### src/hw/bcr_pkg.sv
// Package with register map, field positions, reset values and timing of the control bank.
package bcr_pkg;
  // Register offsets on the 8-bit processor port.
  localparam logic [7:0] OFS_CH2_BYTE   = 8'h36;
  localparam logic [7:0] OFS_B1CAP_STC  = 8'h37;
  localparam logic [7:0] OFS_B2CAP_FC1  = 8'h38;
  localparam logic [7:0] OFS_FC2        = 8'h39;
  localparam logic [7:0] OFS_MON        = 8'h3A;
  localparam logic [7:0] OFS_AUX_CTRL   = 8'h3C;
  localparam logic [7:0] OFS_AUX_STAT   = 8'h3D;
  // Values after reset.
  localparam logic [7:0] RST_BYTE       = 8'h00;
  localparam logic [7:0] FLAG_PATTERN   = 8'h7E;
  // Sync transfer control fields.
  localparam int STC_TBA_LSB = 5;
  localparam int STC_TSF     = 4;
  localparam int STC_ST1     = 3;
  localparam int STC_ST0     = 2;
  localparam int STC_SC1     = 1;
  localparam int STC_SC0     = 0;
  // Feature control 1 fields.
  localparam int FC1_WTC_A   = 7;
  localparam int FC1_WTC_B   = 6;
  localparam int FC1_TEM     = 5;
  localparam int FC1_PFS     = 4;
  localparam int FC1_OFF     = 3;
  localparam int FC1_CSEL_LSB = 1;
  localparam int FC1_ITF     = 0;
  // Feature control 2 fields.
  localparam int FC2_IMS     = 7;
  localparam int FC2_S2_LSB  = 4;
  localparam int FC2_ODS     = 3;
  localparam int FC2_S1_LSB  = 0;
  // Auxiliary control fields (bit 0 high selects non-terminal timing).
  localparam int AUX_SPM     = 0;
  localparam int AUX_RSS     = 1;
  localparam int AUX_C2_IC   = 2;
  localparam int AUX_B1_CAP  = 3;
  // Auxiliary status fields.
  localparam int AST_SIN_BIT = 0;
  localparam int AST_SOV_BIT = 1;
  localparam int AST_SAW_BIT = 2;
  localparam int AST_WOV_BIT = 3;
  // Backplane frame geometry in bit periods.
  localparam logic [7:0] MID_TERMINAL = 8'h30;
  localparam logic [7:0] MID_NONTERM  = 8'h80;
  localparam logic [2:0] IC_CHANNEL_TERMINAL = 3'h2;
  // Timing.
  localparam int CLK_MHZ        = 100;
  localparam int WDOG_MS        = 128;
  localparam int WDOG_CYCLES    = WDOG_MS * 1000 * CLK_MHZ;
  localparam int PF_SHORT_NS    = 520;
  localparam int PF_LONG_NS     = 910;
  localparam int PF_SHORT_CYC   = (PF_SHORT_NS * CLK_MHZ + 999) / 1000;
  localparam int PF_LONG_CYC    = (PF_LONG_NS * CLK_MHZ + 999) / 1000;

  // Event inputs from the monitor channel handshake logic, one bit per channel.
  typedef struct packed {
    logic [1:0] byteRx;
    logic [1:0] firstByte;
    logic [1:0] endRx;
    logic [1:0] ack;
    logic [1:0] abort;
    logic [1:0] protoMr;
    logic [1:0] protoMx;
  } bcr_mon_s;

  // Backplane pin drive.
  typedef struct packed {
    logic dataOut;
    logic dataOe_b;
    logic strobe1;
    logic strobe2;
    logic released;
  } bcr_pins_s;
endpackage

### src/hw/bcr_aux_regs.sv
// Auxiliary control register bank with backplane frame timing, watchdog and strobes.
// What this block does
// - Terminal mode: channel-2 byte reads/writes B2 or IC2; B1 capture holds B1.
// - Terminal functions on: awake pin input only; falling edge sets awake flag.
// - Terminal functions, reset source zero: awake fall or code change pulses reset.
// - Reset source one: only watchdog expiry pulses reset.
// - Terminal-functions enable clears only on hardware reset.
// - Three-bit bus access address sets arbitration priority.
// - Frame-start sync bit raises sync interrupt at each frame start.
// - Mid-frame sync bit raises sync interrupt at each frame middle.
// - Frame-start transfer not acknowledged before mid-frame raises sync overflow.
// - Mid-frame transfer not acknowledged before next start raises sync overflow.
// - Watchdog runs with both bits; write 1,0 then 0,1 within 128 ms.
// - Watchdog expiry raises watchdog overflow flag and reset pulse.
// - Test and prefilter bits select none, 520 ns, 910 ns or layer-1 off.
// - Terminal mode backplane-off releases all backplane pins; internals run on.
// - Non-terminal mode channel select picks one of eight channels.
// - Between frames send ones, or flags 01111110 when fill bit set.
// - Mode bit one enables the data strobe controls.
// - Strobe codes: x00 low, B1/B2/both, IC1/IC2/both; IC is channel+1 in non-terminal mode, channel 2 in terminal mode.
// - Driver bit one gives tristate drivers, zero gives open drain.
// - Monitor status reports received, end, acknowledge, abort per channel.
// - Receive enable unmasks received/end; transmit enable unmasks acknowledge/abort.
// - Receive control zero: handshake bit one, only first byte reported.
// - Transmit control zero holds transmit handshake bit one, else protocol.
`timescale 1ns/100ps
`default_nettype none

module bcr_aux_regs #(
  parameter logic [23:0] WDOG_CYCLES = 24'(bcr_pkg::WDOG_CYCLES)
) (
  input  wire logic              clk,
  input  wire logic              rst_b,
  input  wire logic              ce,
  input  wire logic [7:0]        addr,
  input  wire logic [7:0]        wdata,
  input  wire logic              wrStb,
  input  wire logic              rdStb,
  output logic [7:0]             rdata,
  input  wire logic              dataClkPin,
  input  wire logic              frameSyncPin,
  input  wire logic              dataInPin,
  input  wire logic              awakePin,
  input  wire logic              ciCodeChange,
  input  wire bcr_pkg::bcr_mon_s monIn,
  output bcr_pkg::bcr_pins_s     pins,
  output logic                   resetPulse,
  output logic [2:0]             busAccessAddr,
  output logic                   layer1Disable,
  output logic [7:0]             prefilterCycles,
  output logic                   fillBit,
  output logic [1:0]             rxHandshake,
  output logic [1:0]             txHandshake
);

  // Byte slot decode: bit counter lies in the given byte of the given channel.
  function automatic logic slotHit(input logic [7:0] cnt, input logic [2:0] ch,
                                   input logic slot);
    slotHit = (cnt[7:3] == {ch, 1'b0, slot});
  endfunction

  // Strobe decode for one three-bit control value and the current slot flags.
  function automatic logic strobeOn(input logic [2:0] code, input logic [3:0] hits);
    logic [1:0] sel;
    sel = code[2] ? hits[3:2] : hits[1:0];
    strobeOn = (code[0] & sel[0]) | (code[1] & sel[1]);
  endfunction

  logic [7:0]  stc_q;
  logic        tsf_q;
  logic [7:0]  fc1_q;
  logic [7:0]  fc2_q;
  logic [7:0]  moc_q;
  logic [7:0]  mos_q;
  logic [7:0]  mos_d;
  logic [3:0]  aux_q;
  logic [3:0]  stat_q;
  logic [3:0]  stat_d;
  logic [7:0]  ch2Tx_q;
  logic [7:0]  ch2Rx_q;
  logic [7:0]  b1Cap_q;
  logic [7:0]  b2Cap_q;
  logic [3:0]  sync1_q;
  logic [3:0]  sync2_q;
  logic [3:0]  sync3_q;
  logic [3:0]  filt_q;
  logic [3:0]  settle;
  logic [7:0]  bitCnt_q;
  logic [7:0]  shift_q;
  logic [7:0]  fill_q;
  logic        pend1_q;
  logic        pend0_q;
  logic [23:0] wdCnt_q;
  logic        wdArm_q;
  logic        resetPulse_q;

  wire terminal  = ~aux_q[bcr_pkg::AUX_SPM];
  wire rssWdog   = aux_q[bcr_pkg::AUX_RSS];
  wire wr        = ce & wrStb;
  wire rd        = ce & rdStb;

  //////////////////////////////////////////////////////////////////////////////
  // Pin input synchronisers: three stages, a level counts when stages two and three agree.
  always_ff @(posedge clk or negedge rst_b) begin
    if (!rst_b) begin
      sync1_q <= 4'hF;
      sync2_q <= 4'hF;
      sync3_q <= 4'hF;
      filt_q  <= 4'hF;
    end else if (ce) begin
      sync1_q <= {awakePin, dataInPin, frameSyncPin, dataClkPin};
      sync2_q <= sync1_q;
      sync3_q <= sync2_q;
      filt_q  <= (filt_q & ~settle) | (sync2_q & settle);
    end
  end

  assign settle = ~(sync2_q ^ sync3_q);
  wire clkRise    = settle[0] & sync2_q[0] & ~filt_q[0];
  wire frameStart = settle[1] & sync2_q[1] & ~filt_q[1];
  wire dataBit    = filt_q[2];
  wire awakeFall  = settle[3] & ~sync2_q[3] & filt_q[3];
  wire [7:0] nextCnt = frameStart ? 8'h00 : bitCnt_q + 8'h01;
  wire [7:0] midCnt  = terminal ? bcr_pkg::MID_TERMINAL : bcr_pkg::MID_NONTERM;
  wire midFrame      = clkRise & ~frameStart & (nextCnt == midCnt);

  //////////////////////////////////////////////////////////////////////////////
  // Frame bit counter and receive shifter; the counter restarts on the frame sync edge.
  always_ff @(posedge clk or negedge rst_b) begin
    if (!rst_b) begin
      bitCnt_q <= 8'h00;
      shift_q  <= 8'h00;
    end else if (ce) begin
      if (frameStart) begin
        bitCnt_q <= 8'h00;
      end else if (clkRise) begin
        bitCnt_q <= nextCnt;
      end
      if (clkRise) begin
        shift_q <= {shift_q[6:0], dataBit};
      end
    end
  end

  // Channel numbers of the B and IC slots; terminal mode uses fixed channels.
  wire [2:0] csel   = fc1_q[bcr_pkg::FC1_CSEL_LSB +: 3];
  wire [2:0] bChan  = terminal ? 3'h0 : csel;
  wire [2:0] icChan = terminal ? bcr_pkg::IC_CHANNEL_TERMINAL : 3'(csel + 3'h1);
  wire [3:0] hits   = {slotHit(bitCnt_q, icChan, 1'b1), slotHit(bitCnt_q, icChan, 1'b0),
                       slotHit(bitCnt_q, bChan, 1'b1), slotHit(bitCnt_q, bChan, 1'b0)};
  wire ch2Hit   = aux_q[bcr_pkg::AUX_C2_IC] ? hits[3] : hits[1];
  wire byteDone = clkRise & (bitCnt_q[2:0] == 3'h7);
  wire [7:0] rxByte = {shift_q[6:0], dataBit};

  //////////////////////////////////////////////////////////////////////////////
  // Slot capture; channel-2 and B1 capture only run in terminal mode.
  always_ff @(posedge clk or negedge rst_b) begin
    if (!rst_b) begin
      ch2Rx_q <= bcr_pkg::RST_BYTE;
      b1Cap_q <= bcr_pkg::RST_BYTE;
      b2Cap_q <= bcr_pkg::RST_BYTE;
    end else if (ce && byteDone && terminal) begin
      if (ch2Hit) begin
        ch2Rx_q <= rxByte;
      end
      if (hits[0] && aux_q[bcr_pkg::AUX_B1_CAP]) begin
        b1Cap_q <= rxByte;
      end
      if (hits[1]) begin
        b2Cap_q <= rxByte;
      end
    end
  end

  //////////////////////////////////////////////////////////////////////////////
  // Configuration writes; terminal-functions enable is set by software and cleared only by hardware reset.
  always_ff @(posedge clk or negedge rst_b) begin
    if (!rst_b) begin
      stc_q   <= bcr_pkg::RST_BYTE;
      tsf_q   <= 1'b0;
      fc1_q   <= bcr_pkg::RST_BYTE;
      fc2_q   <= bcr_pkg::RST_BYTE;
      moc_q   <= bcr_pkg::RST_BYTE;
      aux_q   <= 4'h0;
      ch2Tx_q <= bcr_pkg::RST_BYTE;
    end else if (wr) begin
      case (addr)
        bcr_pkg::OFS_CH2_BYTE:  ch2Tx_q <= wdata;
        bcr_pkg::OFS_B1CAP_STC: begin
          stc_q <= wdata;
          tsf_q <= tsf_q | wdata[bcr_pkg::STC_TSF];
        end
        bcr_pkg::OFS_B2CAP_FC1: fc1_q <= wdata;
        bcr_pkg::OFS_FC2:       fc2_q <= wdata;
        bcr_pkg::OFS_MON:       moc_q <= wdata;
        bcr_pkg::OFS_AUX_CTRL:  aux_q <= wdata[3:0];
        default:                aux_q <= aux_q;
      endcase
    end
  end

  //////////////////////////////////////////////////////////////////////////////
  // Watchdog: a write of 1,0 arms, a following write of 0,1 restarts the count.
  wire wdRun    = tsf_q & rssWdog;
  wire fc1Write = wr & (addr == bcr_pkg::OFS_B2CAP_FC1);
  wire wdKick   = fc1Write & wdArm_q & ~wdata[bcr_pkg::FC1_WTC_A] & wdata[bcr_pkg::FC1_WTC_B];
  wire wdExpire = ce & wdRun & ~wdKick & (wdCnt_q == WDOG_CYCLES - 24'h1);

  always_ff @(posedge clk or negedge rst_b) begin
    if (!rst_b) begin
      wdCnt_q <= 24'h0;
      wdArm_q <= 1'b0;
    end else if (ce) begin
      if (!wdRun || wdKick || wdExpire) begin
        wdCnt_q <= 24'h0;
      end else begin
        wdCnt_q <= wdCnt_q + 24'h1;
      end
      if (fc1Write) begin
        wdArm_q <= wdata[bcr_pkg::FC1_WTC_A] & ~wdata[bcr_pkg::FC1_WTC_B];
      end
    end
  end

  //////////////////////////////////////////////////////////////////////////////
  // Sync transfer bookkeeping; an acknowledge is a write with the completion bit at one.
  wire stcWrite = wr & (addr == bcr_pkg::OFS_B1CAP_STC);
  wire ack1     = stcWrite & wdata[bcr_pkg::STC_SC1];
  wire ack0     = stcWrite & wdata[bcr_pkg::STC_SC0];
  wire sinSet   = (frameStart & stc_q[bcr_pkg::STC_ST1]) | (midFrame & stc_q[bcr_pkg::STC_ST0]);
  wire sovSet   = (midFrame & pend1_q & ~ack1) | (frameStart & pend0_q & ~ack0);

  always_ff @(posedge clk or negedge rst_b) begin
    if (!rst_b) begin
      pend1_q <= 1'b0;
      pend0_q <= 1'b0;
    end else if (ce) begin
      if (frameStart && stc_q[bcr_pkg::STC_ST1]) begin
        pend1_q <= 1'b1;
      end else if (ack1 || midFrame) begin
        pend1_q <= 1'b0;
      end
      if (midFrame && stc_q[bcr_pkg::STC_ST0]) begin
        pend0_q <= 1'b1;
      end else if (ack0 || frameStart) begin
        pend0_q <= 1'b0;
      end
    end
  end

  //////////////////////////////////////////////////////////////////////////////
  // Sticky status; cleared by reading it, a set in the same cycle wins.
  wire sawSet = tsf_q & awakeFall;
  wire rdStat = rd & (addr == bcr_pkg::OFS_AUX_STAT);
  wire rdMon  = rd & (addr == bcr_pkg::OFS_MON);

  always_comb begin
    stat_d = rdStat ? 4'h0 : stat_q;
    stat_d[bcr_pkg::AST_SIN_BIT] = stat_d[bcr_pkg::AST_SIN_BIT] | sinSet;
    stat_d[bcr_pkg::AST_SOV_BIT] = stat_d[bcr_pkg::AST_SOV_BIT] | sovSet;
    stat_d[bcr_pkg::AST_SAW_BIT] = stat_d[bcr_pkg::AST_SAW_BIT] | sawSet;
    stat_d[bcr_pkg::AST_WOV_BIT] = stat_d[bcr_pkg::AST_WOV_BIT] | wdExpire;
  end

  // Monitor flags: receive enable gates received/end, transmit enable gates ack/abort.
  always_comb begin
    mos_d = rdMon ? 8'h00 : mos_q;
    for (int c = 0; c < 2; c++) begin
      mos_d[4*c+3] = mos_d[4*c+3] | (moc_q[4*c+3] & monIn.byteRx[c]
                     & (moc_q[4*c+2] | monIn.firstByte[c]));
      mos_d[4*c+2] = mos_d[4*c+2] | (moc_q[4*c+3] & monIn.endRx[c]);
      mos_d[4*c+1] = mos_d[4*c+1] | (moc_q[4*c+1] & monIn.ack[c]);
      mos_d[4*c]   = mos_d[4*c] | (moc_q[4*c+1] & monIn.abort[c]);
    end
  end

  always_ff @(posedge clk or negedge rst_b) begin
    if (!rst_b) begin
      stat_q <= 4'h0;
      mos_q  <= bcr_pkg::RST_BYTE;
    end else if (ce) begin
      stat_q <= stat_d;
      mos_q  <= mos_d;
    end
  end

  //////////////////////////////////////////////////////////////////////////////
  // Reset pulse source: awake or code change, or the watchdog alone.
  wire wakeEvent = tsf_q & ~rssWdog & (awakeFall | ciCodeChange);

  always_ff @(posedge clk or negedge rst_b) begin
    if (!rst_b) begin
      resetPulse_q <= 1'b0;
    end else if (ce) begin
      resetPulse_q <= wakeEvent | wdExpire;
    end
  end

  //////////////////////////////////////////////////////////////////////////////
  // Read port: data stand in the cycle after the strobe; unmapped offsets read zero.
  always_ff @(posedge clk or negedge rst_b) begin
    if (!rst_b) begin
      rdata <= 8'h00;
    end else if (ce) begin
      rdata <= 8'h00;
      if (rd) begin
        case (addr)
          bcr_pkg::OFS_CH2_BYTE:  rdata <= terminal ? ch2Rx_q : 8'h00;
          bcr_pkg::OFS_B1CAP_STC: rdata <= terminal ? b1Cap_q : 8'h00;
          bcr_pkg::OFS_B2CAP_FC1: rdata <= terminal ? b2Cap_q : 8'h00;
          bcr_pkg::OFS_FC2:       rdata <= fc2_q;
          bcr_pkg::OFS_MON:       rdata <= mos_q;
          bcr_pkg::OFS_AUX_CTRL:  rdata <= {3'h0, tsf_q, aux_q};
          bcr_pkg::OFS_AUX_STAT:  rdata <= {4'h0, stat_q};
          default:                rdata <= 8'h00;
        endcase
      end
    end
  end

  //////////////////////////////////////////////////////////////////////////////
  // Backplane drive. Open drain only pulls low; the switch-off bit releases everything
  // but the slot timing keeps running, so re-enabling needs no resync.
  wire offBit   = terminal & fc1_q[bcr_pkg::FC1_OFF];
  wire txBit    = ch2Tx_q[3'h7 - bitCnt_q[2:0]];
  wire txSlot   = terminal & ch2Hit & ~offBit;
  wire imsOn    = fc2_q[bcr_pkg::FC2_IMS];
  wire [2:0] s1 = fc2_q[bcr_pkg::FC2_S1_LSB +: 3];
  wire [2:0] s2 = fc2_q[bcr_pkg::FC2_S2_LSB +: 3];

  always_ff @(posedge clk or negedge rst_b) begin
    if (!rst_b) begin
      pins <= '{dataOut: 1'b1, dataOe_b: 1'b1, strobe1: 1'b0, strobe2: 1'b0, released: 1'b0};
    end else if (ce) begin
      pins.dataOut  <= fc2_q[bcr_pkg::FC2_ODS] ? txBit : 1'b0;
      pins.dataOe_b <= ~(txSlot & (fc2_q[bcr_pkg::FC2_ODS] | ~txBit));
      pins.strobe1  <= imsOn & ~offBit & strobeOn(s1, hits);
      pins.strobe2  <= imsOn & ~offBit & strobeOn(s2, hits);
      pins.released <= offBit;
    end
  end

  // Inter-frame fill: ones, or the flag pattern rotated out one bit per data clock.
  always_ff @(posedge clk or negedge rst_b) begin
    if (!rst_b) begin
      fill_q  <= bcr_pkg::FLAG_PATTERN;
      fillBit <= 1'b1;
    end else if (ce && clkRise) begin
      fill_q  <= {fill_q[6:0], fill_q[7]};
      fillBit <= fc1_q[bcr_pkg::FC1_ITF] ? fill_q[7] : 1'b1;
    end
  end

  // Static control outputs and handshake bits.
  always_ff @(posedge clk or negedge rst_b) begin
    if (!rst_b) begin
      busAccessAddr   <= 3'h0;
      layer1Disable   <= 1'b0;
      prefilterCycles <= 8'h00;
      rxHandshake     <= 2'h3;
      txHandshake     <= 2'h3;
    end else if (ce) begin
      busAccessAddr <= stc_q[bcr_pkg::STC_TBA_LSB +: 3];
      layer1Disable <= fc1_q[bcr_pkg::FC1_TEM] & ~fc1_q[bcr_pkg::FC1_PFS];
      case ({fc1_q[bcr_pkg::FC1_TEM], fc1_q[bcr_pkg::FC1_PFS]})
        2'b01:   prefilterCycles <= 8'(bcr_pkg::PF_SHORT_CYC);
        2'b11:   prefilterCycles <= 8'(bcr_pkg::PF_LONG_CYC);
        default: prefilterCycles <= 8'h00;
      endcase
      for (int c = 0; c < 2; c++) begin
        rxHandshake[c] <= moc_q[4*c+2] ? monIn.protoMr[c] : 1'b1;
        txHandshake[c] <= moc_q[4*c] ? monIn.protoMx[c] : 1'b1;
      end
    end
  end

  assign resetPulse = resetPulse_q;
endmodule // bcr_aux_regs

`default_nettype wire

### config.mk
export PLATFORM = sky130hd
export DESIGN_NAME = bcr_aux_regs
export DESIGN_NICKNAME = d
export VERILOG_FILES = /design/src/hw/bcr_pkg.sv /design/src/hw/bcr_aux_regs.sv
export SDC_FILE = /design/constraint.sdc
export NUM_CORES = 1
export LEC_CHECK = 0
export BUFFER_PORTS_ARGS = -buffer_cell sky130_fd_sc_hd__buf_2
export CAP_MARGIN = 20
export CELL_PAD_IN_SITES_DETAIL_PLACEMENT = 0
export CELL_PAD_IN_SITES_GLOBAL_PLACEMENT = 1
export CORE_MARGIN = 1.5
export CORE_UTILIZATION = 30
export CTS_BUF_LIST = sky130_fd_sc_hd__clkbuf_4 sky130_fd_sc_hd__clkbuf_8
export DETAILED_ROUTE_END_ITERATION = 7
export PLACE_DENSITY = 0.64
export SLEW_MARGIN = 20
export SYNTH_ARGS = -nofsm -noshare
export SYNTH_HDL_FRONTEND = slang
export SYNTH_SLANG_ARGS = --single-unit
export TNS_END_PERCENT = 5
### constraint.sdc
create_clock -name clk -period 2.5 [get_ports clk]
set_clock_uncertainty 0.05 [all_clocks]
set_input_delay 0.125 -clock clk [delete_from_list [all_inputs] [get_ports clk]]
set_output_delay 0.125 -clock clk [all_outputs]
set_load 0.01 [all_outputs]
Yosys cells after proc, flatten, opt, wreduce, memory -nomap -nowiden
Index checks and enable logic that the tools add are counted.
{"block": "classes", "addsub": 4, "n_lt_le_gt_ge": 1, "eq_ne": 16, "n_mux": 30, "bitwise_logic": 99, "n_reduce_logical": 28}
{"operator": "$mux W8", "n": 9}
{"operator": "$and A1 B1 Y1", "n": 56}
{"operator": "$eq A8 B6 Y1 const B", "n": 7}
{"operator": "$pmux W8 S7", "n": 1}
{"operator": "$reduce_and A2 Y1", "n": 14}
{"operator": "$add A24 B1 Y24 const B", "n": 1}
{"operator": "$eq A24 B24 Y1 const B", "n": 1}
{"operator": "$mux W24", "n": 1}
{"operator": "$or A1 B1 Y1", "n": 22}
{"operator": "$eq A5 B5 Y1", "n": 4}
{"operator": "$not A1 Y1", "n": 15}
{"operator": "$pmux W7 S2", "n": 1}
{"operator": "$mux W1", "n": 12}
{"operator": "$add A8 B1 Y8 const B", "n": 1}
{"operator": "$and A4 B4 Y4", "n": 2}
{"operator": "$eq A8 B8 Y1", "n": 1}
{"operator": "$not A4 Y4", "n": 2}
{"operator": "$logic_and A1 B1 Y1", "n": 6}
{"operator": "$mux W3", "n": 2}
{"operator": "$reduce_bool A2 Y1", "n": 3}
{"operator": "$logic_or A1 B1 Y1", "n": 4}
{"operator": "$lt A3 B4 Y1 const B", "n": 1}
{"operator": "$mux W2", "n": 2}
{"operator": "$mux W4", "n": 1}
{"operator": "other kinds (9)", "n": 9}
{"block": "word_totals", "regBits": 176, "input_bits": 40, "out_inout_bits": 31, "word_cells": 214}

Depth between registers and ports, before layout
Gate-level depths: netlist of run 1.
{"block": "logic_depth", "depth_word": 11, "depth_mapped": 7}

Least setup slack after synthesis of run 1
OpenSTA, ideal clock, no wires.
{"block": "synth_path", "path_type": "register -> register", "from": "register fc1_q[1]", "to": "register ch2Rx_q[0]", "setup_time_ns": 0.125, "arrival_time_ns": 2.016, "t_required_ns": 2.325, "slack_ns": 0.309, "path_stages_with_launch": 7, "n_path_buf": 0, "cell_sequence": "dfrtp_1 > ha_1 > and4b_1 > a21oi_1 > o32ai_1 > o211ai_1 > mux2_2"}
{"block": "synth_between", "elab_chain_cells": 5}
{"element": "start: declaration", "line_no": "bcr_aux_regs.sv:71", "rtl": "logic [7:0] fc1_q;"}
{"element": "start signal: assignment", "line_no": "bcr_aux_regs.sv:181", "rtl": "fc1_q <= bcr_pkg::RST_BYTE;"}
{"element": "start signal: assignment", "line_no": "bcr_aux_regs.sv:193", "rtl": "bcr_pkg::OFS_B2CAP_FC1: fc1_q <= wdata;"}
{"element": "$add A3 B1 Y3", "line_no": "bcr_aux_regs.sv:148", "rtl": "wire [2:0] icChan = terminal ? bcr_pkg::IC_CHANNEL_TERMINAL : 3'(csel + 3'h1);"}
{"element": "$mux W3", "line_no": "bcr_aux_regs.sv:148"}
{"element": "$eq A5 B5 Y1", "line_no": "bcr_aux_regs.sv:59", "rtl": "slotHit = (cnt[7:3] == {ch, 1'b0, slot});"}
{"element": "$mux W1 *", "line_no": "bcr_aux_regs.sv:151", "rtl": "wire ch2Hit = aux_q[bcr_pkg::AUX_C2_IC] ? hits[3] : hits[1];"}
{"element": "$reduce_and A2 Y1 (no line) *"}
{"element": "end signal: assignment", "line_no": "bcr_aux_regs.sv:159", "rtl": "ch2Rx_q <= bcr_pkg::RST_BYTE;"}
{"element": "end signal: assignment", "line_no": "bcr_aux_regs.sv:164", "rtl": "ch2Rx_q <= rxByte;"}
{"element": "end: declaration", "line_no": "bcr_aux_regs.sv:80", "rtl": "logic [7:0] ch2Rx_q;"}
Every way passes the cells marked *; elsewhere a longest branch is shown, timed or not.
A chain may end at the register's enable or synchronous reset.

Worst setup path in the final report of run 1
{"block": "layout_path", "from": "register sync2_q[0]", "to": "register b2Cap_q[0]"}
{"block": "layout_between", "elab_chain_cells": 8}
{"element": "start: declaration", "line_no": "bcr_aux_regs.sv:84", "rtl": "logic [3:0] sync2_q;"}
{"element": "start signal: assignment", "line_no": "bcr_aux_regs.sv:112", "rtl": "sync2_q <= sync1_q;"}
{"element": "$xor A4 B4 Y4", "line_no": "bcr_aux_regs.sv:118", "rtl": "assign settle = ~(sync2_q ^ sync3_q);"}
{"element": "$not A4 Y4", "line_no": "bcr_aux_regs.sv:118"}
{"element": "$and A1 B1 Y1 * (2 in series)", "line_no": "bcr_aux_regs.sv:119", "rtl": "wire clkRise = settle[0] & sync2_q[0] & ~filt_q[0];"}
{"element": "$and A1 B1 Y1 *", "line_no": "bcr_aux_regs.sv:152", "rtl": "wire byteDone = clkRise & (bitCnt_q[2:0] == 3'h7);"}
{"element": "$logic_and A1 B1 Y1 * (2 in series)", "line_no": "bcr_aux_regs.sv:162", "rtl": "end else if (ce && byteDone && terminal) begin"}
{"element": "$reduce_and A2 Y1 (no line) *"}
{"element": "end signal: assignment", "line_no": "bcr_aux_regs.sv:161", "rtl": "b2Cap_q <= bcr_pkg::RST_BYTE;"}
{"element": "end signal: assignment", "line_no": "bcr_aux_regs.sv:170", "rtl": "b2Cap_q <= rxByte;"}
{"element": "end: declaration", "line_no": "bcr_aux_regs.sv:82", "rtl": "logic [7:0] b2Cap_q;"}
Marked as above.

==> results.yml, run 1 <==
finish:
  post-route-util_pct: 36.5
  nFillCells: 2600
  drive_gt1_share_pct: 29.9
  nets: 874
  antenna_cells: 0
  final_area_um2: 9500
  syn_to_final_growth_pct: 19.2
sta:
  worstMarginPinSlew_ps: 967
  hold_viol: 0
  fmax_mhz: 442
  rsz0062_at_grt: "no"
  fin_tns_setup_ps: 0
  post-route-period-util_pct: 90.5
  layout_setup_ws_ps: 236
  relSlewSlack_pct: 35.3
  slew_violations: 0
  setup_viol: 0
  min_period_ps: 2260
global_route:
  grtUsageTotal_pct: 15.4
  grt-ovfl-total: 0
  antenna_found_initial: 0
  grt_pass1_wl_um: 33300
  grt_pass1_vias: 5912
  grt_max_degree: 68
clocking:
  clockBufferDepth: 2
  htreeDepth: 4
  clock-sinks: 168
  postCtsSetupBuffers: 0
  cts-root-buf: "clkbuf_8"
  worstSkewPairLatency_ps: 470
  clk_pin_slew_worst_paths_ps: 100
  cts_tree: "done"
  numCtsBuffers: 17
placed_design:
  portBuffers: 69
  dp_hpwl_um: 14700
  placed_cell_area_um2: 8840
  gp_congestion: 0.800
  dp_slack_ps: 201
logic_synthesis:
  synthFlopType: "dfrtp_1"
  synth_top_area_cell: "dfrtp_1"
  synthesis.nets: 762
  synth.area.top_cells: "dfrtp_1 (44%), mux2_2 (10%), dfstp_2 (9.6%)"
  avgSynthCellArea_um2: 11.2
  ys_seq_elements: 168
  synth_common_cells: "dfrtp_1 (139), nand2_1 (92), mux2_2 (73), nor2_1 (48), o21ai_0 (31)"
  synth_edf_count: 0
  synth-seq-area-share_pct: 53.2
  ys_types: 72
  ys_warn_count: 0
  syn-cell-area_um2: 7980
  syn_inst: 715
  postSynth.asyncResetShare_pct: 100
  yosysMostFrequentCell: "dfrtp_1"
  yosys.area.top_type_share_pct: 43.6
critical_path:
  slowest_delay_ps: 560
  worstPathCellList: "ha_1, and3b_1, nand3_1, nor3b_1, nand2_1, mux2_2"
  crit_path_max_fanout: 8
  critPathRequiredTime_ps: 2800
  crit_buf_inv: 0
  slowest_stage: "dfstp_2"
  cp-start-kind: "register"
  worstPathArrival_ps: 2560
  critical_path_class: "reg -> reg"
  cp_top_family: "simple AND/OR/NAND/NOR gates"
  critPathCaptureType: "register"
power:
  peakVddDrop_v: 0.000366
  finalPower_w: 0.00601
  power.density_nw_per_um2: 632
  cellLeakagePower_nw: 4.31
floorplanning:
  io_pins: 71
  dieArea_um2: 27600
  die_w_um: 166
  fp-row-count: 59
  die_h_um: 166
  coreArea_um2: 26100
  initial_core_util_pct: 30.6
drt:
  drt_pre_antenna_iters: 4
  wl_um: 20600
  avgViaCountPerCell: 4.94
  drtIter0Drc: 318
  wl_per_cell_um: 17.5
  drc: 0
  ant_nets: 0
  dr_total_vias: 5809
status:
  status: "completed"
flow_run:
  maxCapViolCount: 0
min_path:
  holdCritPathClass: "in -> reg"
==> worst register-to-register path, cell delays in order (launching register included) <==
cell and delay (ps):
dfstp_2 560, ha_1 200, and3b_1 240, nand3_1 90, nor3b_1 310, nand2_1 340, mux2_2 370
==> per-layer routing <==
layer / track usage [%] / up-vias / share of wire [%]
met5: 0 / - / 0
met4: 4.78 / 0 / 1.8
met3: 2.96 / 23 / 3.3
met2: 23.7 / 107 / 45
met1: 21.8 / 2884 / 50
li1: - / 2795 / -
==> cells in the final DEF (no fill, tap or decap), types with 7 or more instances in the layout <==
cell type	synthesis	layout
dfrtp_1	139	139
nand2_1	92	92
mux2_2	73	73
buf_2	1	68
nor2_1	48	48
buf_4	6	33
o21ai_0	31	31
dfstp_2	29	29
dlygate4sd3_1	0	27
inv_1	22	22
clkbuf_8	0	18
nand3_1	17	17
nand4_1	16	16
xor2_1	16	16
xnor2_1	15	15
mux2i_1	13	13
o2bb2ai_1	12	12
nor3_1	11	11
nor4_1	10	10
a22o_1	8	8
a22oi_1	8	8
inv_8	0	8
ha_1	7	7
==> path summary, 6_finish.rpt <==
check	start	endpoint	slack (ps)	depth (start not counted)
max	sync2_q[0]	b2Cap_q[0]	240	6
min	ciCodeChange	resetPulse	60	4
max reg2reg	sync2_q[0]	b2Cap_q[0]	240	6
min reg2reg	moc_q[0]	txHandshake[0]	390	1
max in group asynchronous	rst_b	pins[3]	1470	3
min in group asynchronous	rst_b	wdCnt_q[21]	170	2
==> stage by stage <==
step | std cells | hold slack [ps]
5_1_grt | 1175 | 90.0
6_report | 1175 | 57.9
2_1_floorplan | 715 | -221
3_5_place_dp | 1116 | 135
4_1_cts | 1175 | 27.9
3_3_place_gp | 1116 | 124
==> registers in the layout, summed over array words and instances, names as in the netlist, 8 cells and up, named ones only <==
signal	flops
fill_q	8
b1Cap_q	8
rdata	8
b2Cap_q	8
ch2Tx_q	8
fc2_q	8
moc_q	8
mos_q	8
bitCnt_q	8
wdCnt_q	24
ch2Rx_q	8
==> where the power goes <==
part	total, W	switching [W]	internal (W)
sequential	0.00325	0.000237	0.00302
clock	0.00198	0.00119	0.000785
combinational	0.000781	0.000425	0.000356
total	0.00601	0.00185	0.00416
==> what timing repair did <==
action,CTS,global route
resized for setup,0,0
hold buffers,27,0
endpoints found under the hold margin,105,0
==> cells by family (layout without fill, tap and decap cells) <==
group                      Yosys count  in the layout  synth area share, %
muxes                               88             88                 12.5
AOI/OAI and AO/OA                  114            114                 10.5
xor gates and xnor gates            31             31                 3.40
DFF                                168            168                 53.2
adders and majority gates            7              7                 1.10
buffers and inverters               60            185                 3.50
and+or+nand+nor                    246            246                 15.8
other                                1              1               0.0470
==> cell type report <==
cell class	instances	area [µm²]	area share, %
Clock buffer	18	248	2.61
Inverter	22	82.6	0.869
Tap cell	335	419	4.41
Timing Repair Buffer	131	910	9.57
Clock inverter	14	149	1.57
Sequential cell	168	4240	44.6
Multi-Input combinational cell	487	3460	36.4
Note: power is estimated with default switching activity, not from simulation.
==> run 2: changes to the inputs <==
--- a/config.mk
+++ b/config.mk
@@ -5,11 +5,10 @@
 export SDC_FILE = /design/constraint.sdc
 export NUM_CORES = 1
 export LEC_CHECK = 0
-export BUFFER_PORTS_ARGS = -buffer_cell sky130_fd_sc_hd__buf_2
-export CAP_MARGIN = 20
+export BUFFER_PORTS_ARGS = -buffer_cell sky130_fd_sc_hd__buf_4
 export CELL_PAD_IN_SITES_DETAIL_PLACEMENT = 0
 export CELL_PAD_IN_SITES_GLOBAL_PLACEMENT = 1
-export CORE_MARGIN = 1.5
+export CORE_MARGIN = 10
 export CORE_UTILIZATION = 30
 export CTS_BUF_LIST = sky130_fd_sc_hd__clkbuf_4 sky130_fd_sc_hd__clkbuf_8
 export DETAILED_ROUTE_END_ITERATION = 7
==> run 2 against run 1 <==
Clock-buffer cell count is 3 higher. Hold slack better by 52 ps. Total power is 0.96% higher. Sequential cell count stayed put. Cell area is 2.1% higher. Critical endpoint is now ch2Rx_q[0]. Largest power group unchanged.
==> results.yml, run 2 (synthesis gave the netlist of run 1 again) <==
sta:
  fmax_mhz: 448
  setup_viol: 0
  rsz0062_at_grt: "no"
  min_period_ps: 2230
  worstMarginPinSlew_ps: 916
  hold_viol: 0
  relSlewSlack_pct: 38.7
  holdWs_ps: 110
  fin_tns_setup_ps: 0
  post-route-period-util_pct: 89.2
  slew_violations: 0
critical_path:
  critPathRequiredTime_ps: 2790
  slowest_delay_ps: 570
  worstPathArrival_ps: 2520
  cp.depth: 7
  cp-start-kind: "register"
  critPathCaptureType: "register"
  worstReg2RegStart: "sync2_q[0]"
  crit_path_max_fanout: 8
  slowest_stage: "dfstp_2"
  reg2regPathDepth: 7
  critical_path_class: "reg -> reg"
  worstPathCellList: "ha_1, and3b_1, nand3_1, nor3b_1, o211ai_1, buf_4, mux2_2"
  cp_top_family: "simple AND/OR/NAND/NOR gates"
  worstReg2RegEnd: "ch2Rx_q[0]"
  timing.reg2reg.setup_slack_ps: 270
  crit_buf_inv: 1
clocking:
  worstSkewPairLatency_ps: 460
  clockBufferDepth: 2
  cts.hold.buffers_added: 28
  cts_tree: "done"
  clk_pin_slew_worst_paths_ps: 90
  cts_resized: 0
  clock-sinks: 168
  htreeDepth: 4
  cts-root-buf: "clkbuf_8"
  numCtsBuffers: 17
  postCtsSetupBuffers: 0
min_path:
  worstHoldEndpoint: "pins[4]"
  holdCritPathClass: "in -> reg"
  min_path_cells: 4
  worstHoldStart: "ce"
finish:
  largest_reg_flops: 24
  drive_gt1_share_pct: 29.7
  syn_to_final_growth_pct: 21.7
  final_area_um2: 9710
  final_cell_mix: "dfrtp_1 (139), buf_4 (98), nand2_1 (92)"
  final_common_cell: "dfrtp_1"
  nets: 873
  fin_cells: 1175
  regMostFlops: "wdCnt_q"
drt:
  drtIter0Drc: 298
  wl_per_cell_um: 17.5
  dr_total_vias: 5804
  avgViaCountPerCell: 4.94
  drt_pre_antenna_iters: 5
  drc: 0
  wl_um: 20500
  ant_nets: 0
power:
  power.density_nw_per_um2: 625
  peakVddDrop_v: 0.000303
  finalPower_w: 0.00607
  cellLeakagePower_nw: 4.36
placed_design:
  placed_cell_area_um2: 9000
  dp.cells: 1114
  dp_hpwl_um: 15100
  gp_congestion: 0.836
  portBuffers: 69
global_route:
  antenna_found_initial: 0
  grt_pass1_vias: 5986
  grt_pass1_wl_um: 33500
  grtUsageTotal_pct: 12.6
  grt-ovfl-total: 0
  grt_max_degree: 56
status:
  status: "completed"
flow_run:
  maxCapViolCount: 0
floorplanning:
  die_w_um: 183
  fp-row-count: 59
  initial_core_util_pct: 30.5
  coreArea_um2: 26100
  dieArea_um2: 33500
  io_pins: 71
  die_h_um: 183
run 2: cell types whose count changed in the layout (fill, tap and decap cells not counted), sizes merged:
cell / previous run / this run
dlygate4sd3: 27 / 28
bufinv: 0 / 2
clkinvlp: 1 / 3
clkbuf: 18 / 21
diode: 0 / 1
inv: 32 / 26
buf: 104 / 102
clkinv: 3 / 2
run 2: power breakdown:
group	total (W)	switching, W	leakage (nW)	internal (W)
registers	0.00324	0.000226	2.20	0.00302
clock network	0.00203	0.00103	0.205	0.000998
logic	0.000796	0.000421	1.95	0.000375
run 2: layer usage:
layer	share of wire, %	global-route usage (%)
met1	49	17.5
met2	46	19.1
met4	1.3	3.97
met3	3.7	2.77
met5	0	0
run 2: worst max-delay path by stage:
| stage | start | to | slack [ps] |
|---|---|---|---|
| after floorplan | fc1_q[1] | ch2Rx_q[0] | 310 |
| after detailed placement | sync2_q[0] | ch2Rx_q[5] | 280 |
| after global routing | wdCnt_q[0] | wdCnt_q[7] | 80 |
| final | sync2_q[0] | ch2Rx_q[0] | 270 |
| after CTS | sync2_q[0] | ch2Rx_q[0] | 240 |
| after global placement | addr[7] | stc_q[7] | 250 |
run 2: worst min-delay path, delay by kind of cell:
kind / cells / cell delay (ps)
AOI/OAI and AO/OA: 1 / 60
buffers and inverters: 2 / 350
and+or+nand+nor: 1 / 90
run 2: metrics by stage:
| step | util [%] | worst slack [ps] |
|---|---|---|
| floorplan | - | 309 |
| detailed placement | 34.5 | 284 |
| finish | 37.1 | 269 |
| global placement | 34.5 | 253 |
| CTS | 37.1 | 240 |
| global route | 37.1 | 80.6 |
run 2: layout make-up:
cell class | count | area [µm²]
fill | 2668 | 16400
sequential | 168 | 4240
multi-input combinational | 487 | 3460
timing repair buffer | 130 | 1090
tap | 335 | 419
clock buffer | 21 | 283
clock inverter | 11 | 138
inverter | 22 | 82.6
antenna | 1 | 2.50
==> run 3: changes to the inputs <==
==> constraint.sdc (replaced) <==
create_clock -name clk -period 2.32 [get_ports clk]
set_clock_uncertainty 0.05 [all_clocks]
set_input_delay 0.116 -clock clk [delete_from_list [all_inputs] [get_ports clk]]
set_output_delay 0.116 -clock clk [all_outputs]
set_load 0.01 [all_outputs]
==> run 3 against run 2 <==
Register-to-register slack got worse by 120 ps. Total power increased by 9.2%. Non-clock buffer count grew 13. Global-route usage decreased by 0.091 points. Clock-buffer cell count fell by 2. Highest routed layer unchanged. Utilization up 0.42 points. Critical path depth shrank 1. Clock power increased by 10%. Cell count rose by 1.0%.
==> results.yml, run 3 (synthesis gave the netlist of run 1 again) <==
status:
  status: "completed"
clocking:
  clockBufferDepth: 2
  worstSkewPairLatency_ps: 450
  numCtsBuffers: 17
  clk_pin_slew_worst_paths_ps: 90
  htreeDepth: 4
  clock-sinks: 168
  cts-root-buf: "clkbuf_8"
  cts_tree: "done"
  cts_resized: 0
  postCtsSetupBuffers: 0
  cts.hold.buffers_added: 29
sta:
  setup_viol: 0
  relSlewSlack_pct: 43.7
  post-route-period-util_pct: 93.5
  fmax_mhz: 461
  fin_tns_setup_ps: 0
  worstMarginPinSlew_ps: 840
  rsz0062_at_grt: "no"
  hold_viol: 0
  min_period_ps: 2170
  slew_violations: 0
drt:
  wl_um: 20600
  drt_pre_antenna_iters: 4
  drtIter0Drc: 319
  avgViaCountPerCell: 4.89
  wl_per_cell_um: 17.4
  dr_total_vias: 5808
  drc: 0
  ant_nets: 0
critical_path:
  critPathRequiredTime_ps: 2600
  cp-start-kind: "register"
  worstPathCellList: "inv_1, a21oi_1, o32ai_1, o211ai_1, buf_4, mux2_2"
  worstPathArrival_ps: 2450
  critical_path_class: "reg -> reg"
  slowest_stage: "dfrtp_1"
  cp_top_family: "compound AO/OA/AOI/OAI gates"
  crit_buf_inv: 2
  critPathCaptureType: "register"
  crit_path_max_fanout: 11
  slowest_delay_ps: 540
floorplanning:
  io_pins: 71
  coreArea_um2: 26100
  dieArea_um2: 33500
  die_w_um: 183
  fp-row-count: 59
  die_h_um: 183
  initial_core_util_pct: 30.5
flow_run:
  maxCapViolCount: 0
placed_design:
  portBuffers: 69
  gp_congestion: 0.850
  dp_hpwl_um: 15300
finish:
  ff_latch_area_um2: 4240
  nets: 886
  nFillCells: 2606
  syn_to_final_growth_pct: 23.1
  post-route-util_pct: 37.6
  drive_gt1_share_pct: 30.6
  final_common_cell: "dfrtp_1"
  largest_reg_flops: 24
  regMostFlops: "wdCnt_q"
  antenna_cells: 0
  multiInputGateArea_um2: 3460
  final_cell_mix: "dfrtp_1 (139), buf_4 (110), nand2_1 (92)"
global_route:
  grt_pass1_vias: 6042
  grt-ovfl-total: 0
  antenna_found_initial: 0
  grtUsageTotal_pct: 12.5
  grt_max_degree: 48
  grt_pass1_wl_um: 33600
min_path:
  holdCritPathClass: "in -> async"
power:
  peakVddDrop_v: 0.000379
  cellLeakagePower_nw: 4.43
  power.density_nw_per_um2: 675
==> run 3: cell types whose count changed in the layout (fill, tap and decap cells not counted) <==
cell           delta
inv_8             -1
clkinv_4          +2
clkbuf_8          -1
buf_4            +12
clkinv_2          +1
diode_2           -1
clkbuf_4          -1
bufinv_16         +1
dlygate4sd3_1     +1
inv_6             -1
==> run 3: path summary, 6_finish.rpt <==
check | to | startpoint | depth (start not counted) | slack (ps)
worst max-delay path | ch2Rx_q[4] | aux_q[0] | 6 | 150
worst min-delay path | wdCnt_q[16] | rst_b | 2 | 100
worst max register to register | ch2Rx_q[4] | aux_q[0] | 6 | 150
worst min register to register | txHandshake[1] | moc_q[4] | 1 | 380
max in group asynchronous | async pin | rst_b | 3 | 1390
min in group clk | fc2_q[4] | wrStb | 4 | 120
==> run 3: report_power, final <==
| group | internal (W) | switching (W) |
|---|---|---|
| registers | 0.00325 | 0.000229 |
| clock network | 0.00113 | 0.00111 |
| logic | 0.000424 | 0.000481 |
==> run 3: layout make-up <==
cell class,instances,area share (%)
inverters,22,0.841
flip-flops and latches,168,43.2
repair buffers,143,12.1
clock buffers,19,2.66
multi-input cells,487,35.2
well taps,335,4.27
clock inverters,13,1.73
==> run 3: worst register-to-register path: cells and delay by family, from the launching register on <==
family	cells	cell delay (ps)
buf+inv	2	470
mux	1	280
flops	1	540
compound gates	3	710
==> run 3: per-layer routing <==
metal	up-vias	share of wire, %	GRT usage [%]
met5	-	0	0
met1	2867	49	17.2
met4	0	1.3	3.87
met2	103	46	19.6
li1	2822	-	-
met3	16	3.5	2.19
==> run 3: stage by stage <==
stage	cell area (µm²)	total power (W)	std cells	hold slack (ps)	worst slack (ps)
after global routing	9820	0.00700	1187	116	38.9
after floorplan	7980	0.00399	715	-230	129
final	9820	0.00662	1187	102	150
after global placement	9090	0.00441	1126	36.3	161
after CTS	9820	0.00673	1187	90.4	152
after detailed placement	9090	0.00442	1126	36.9	119
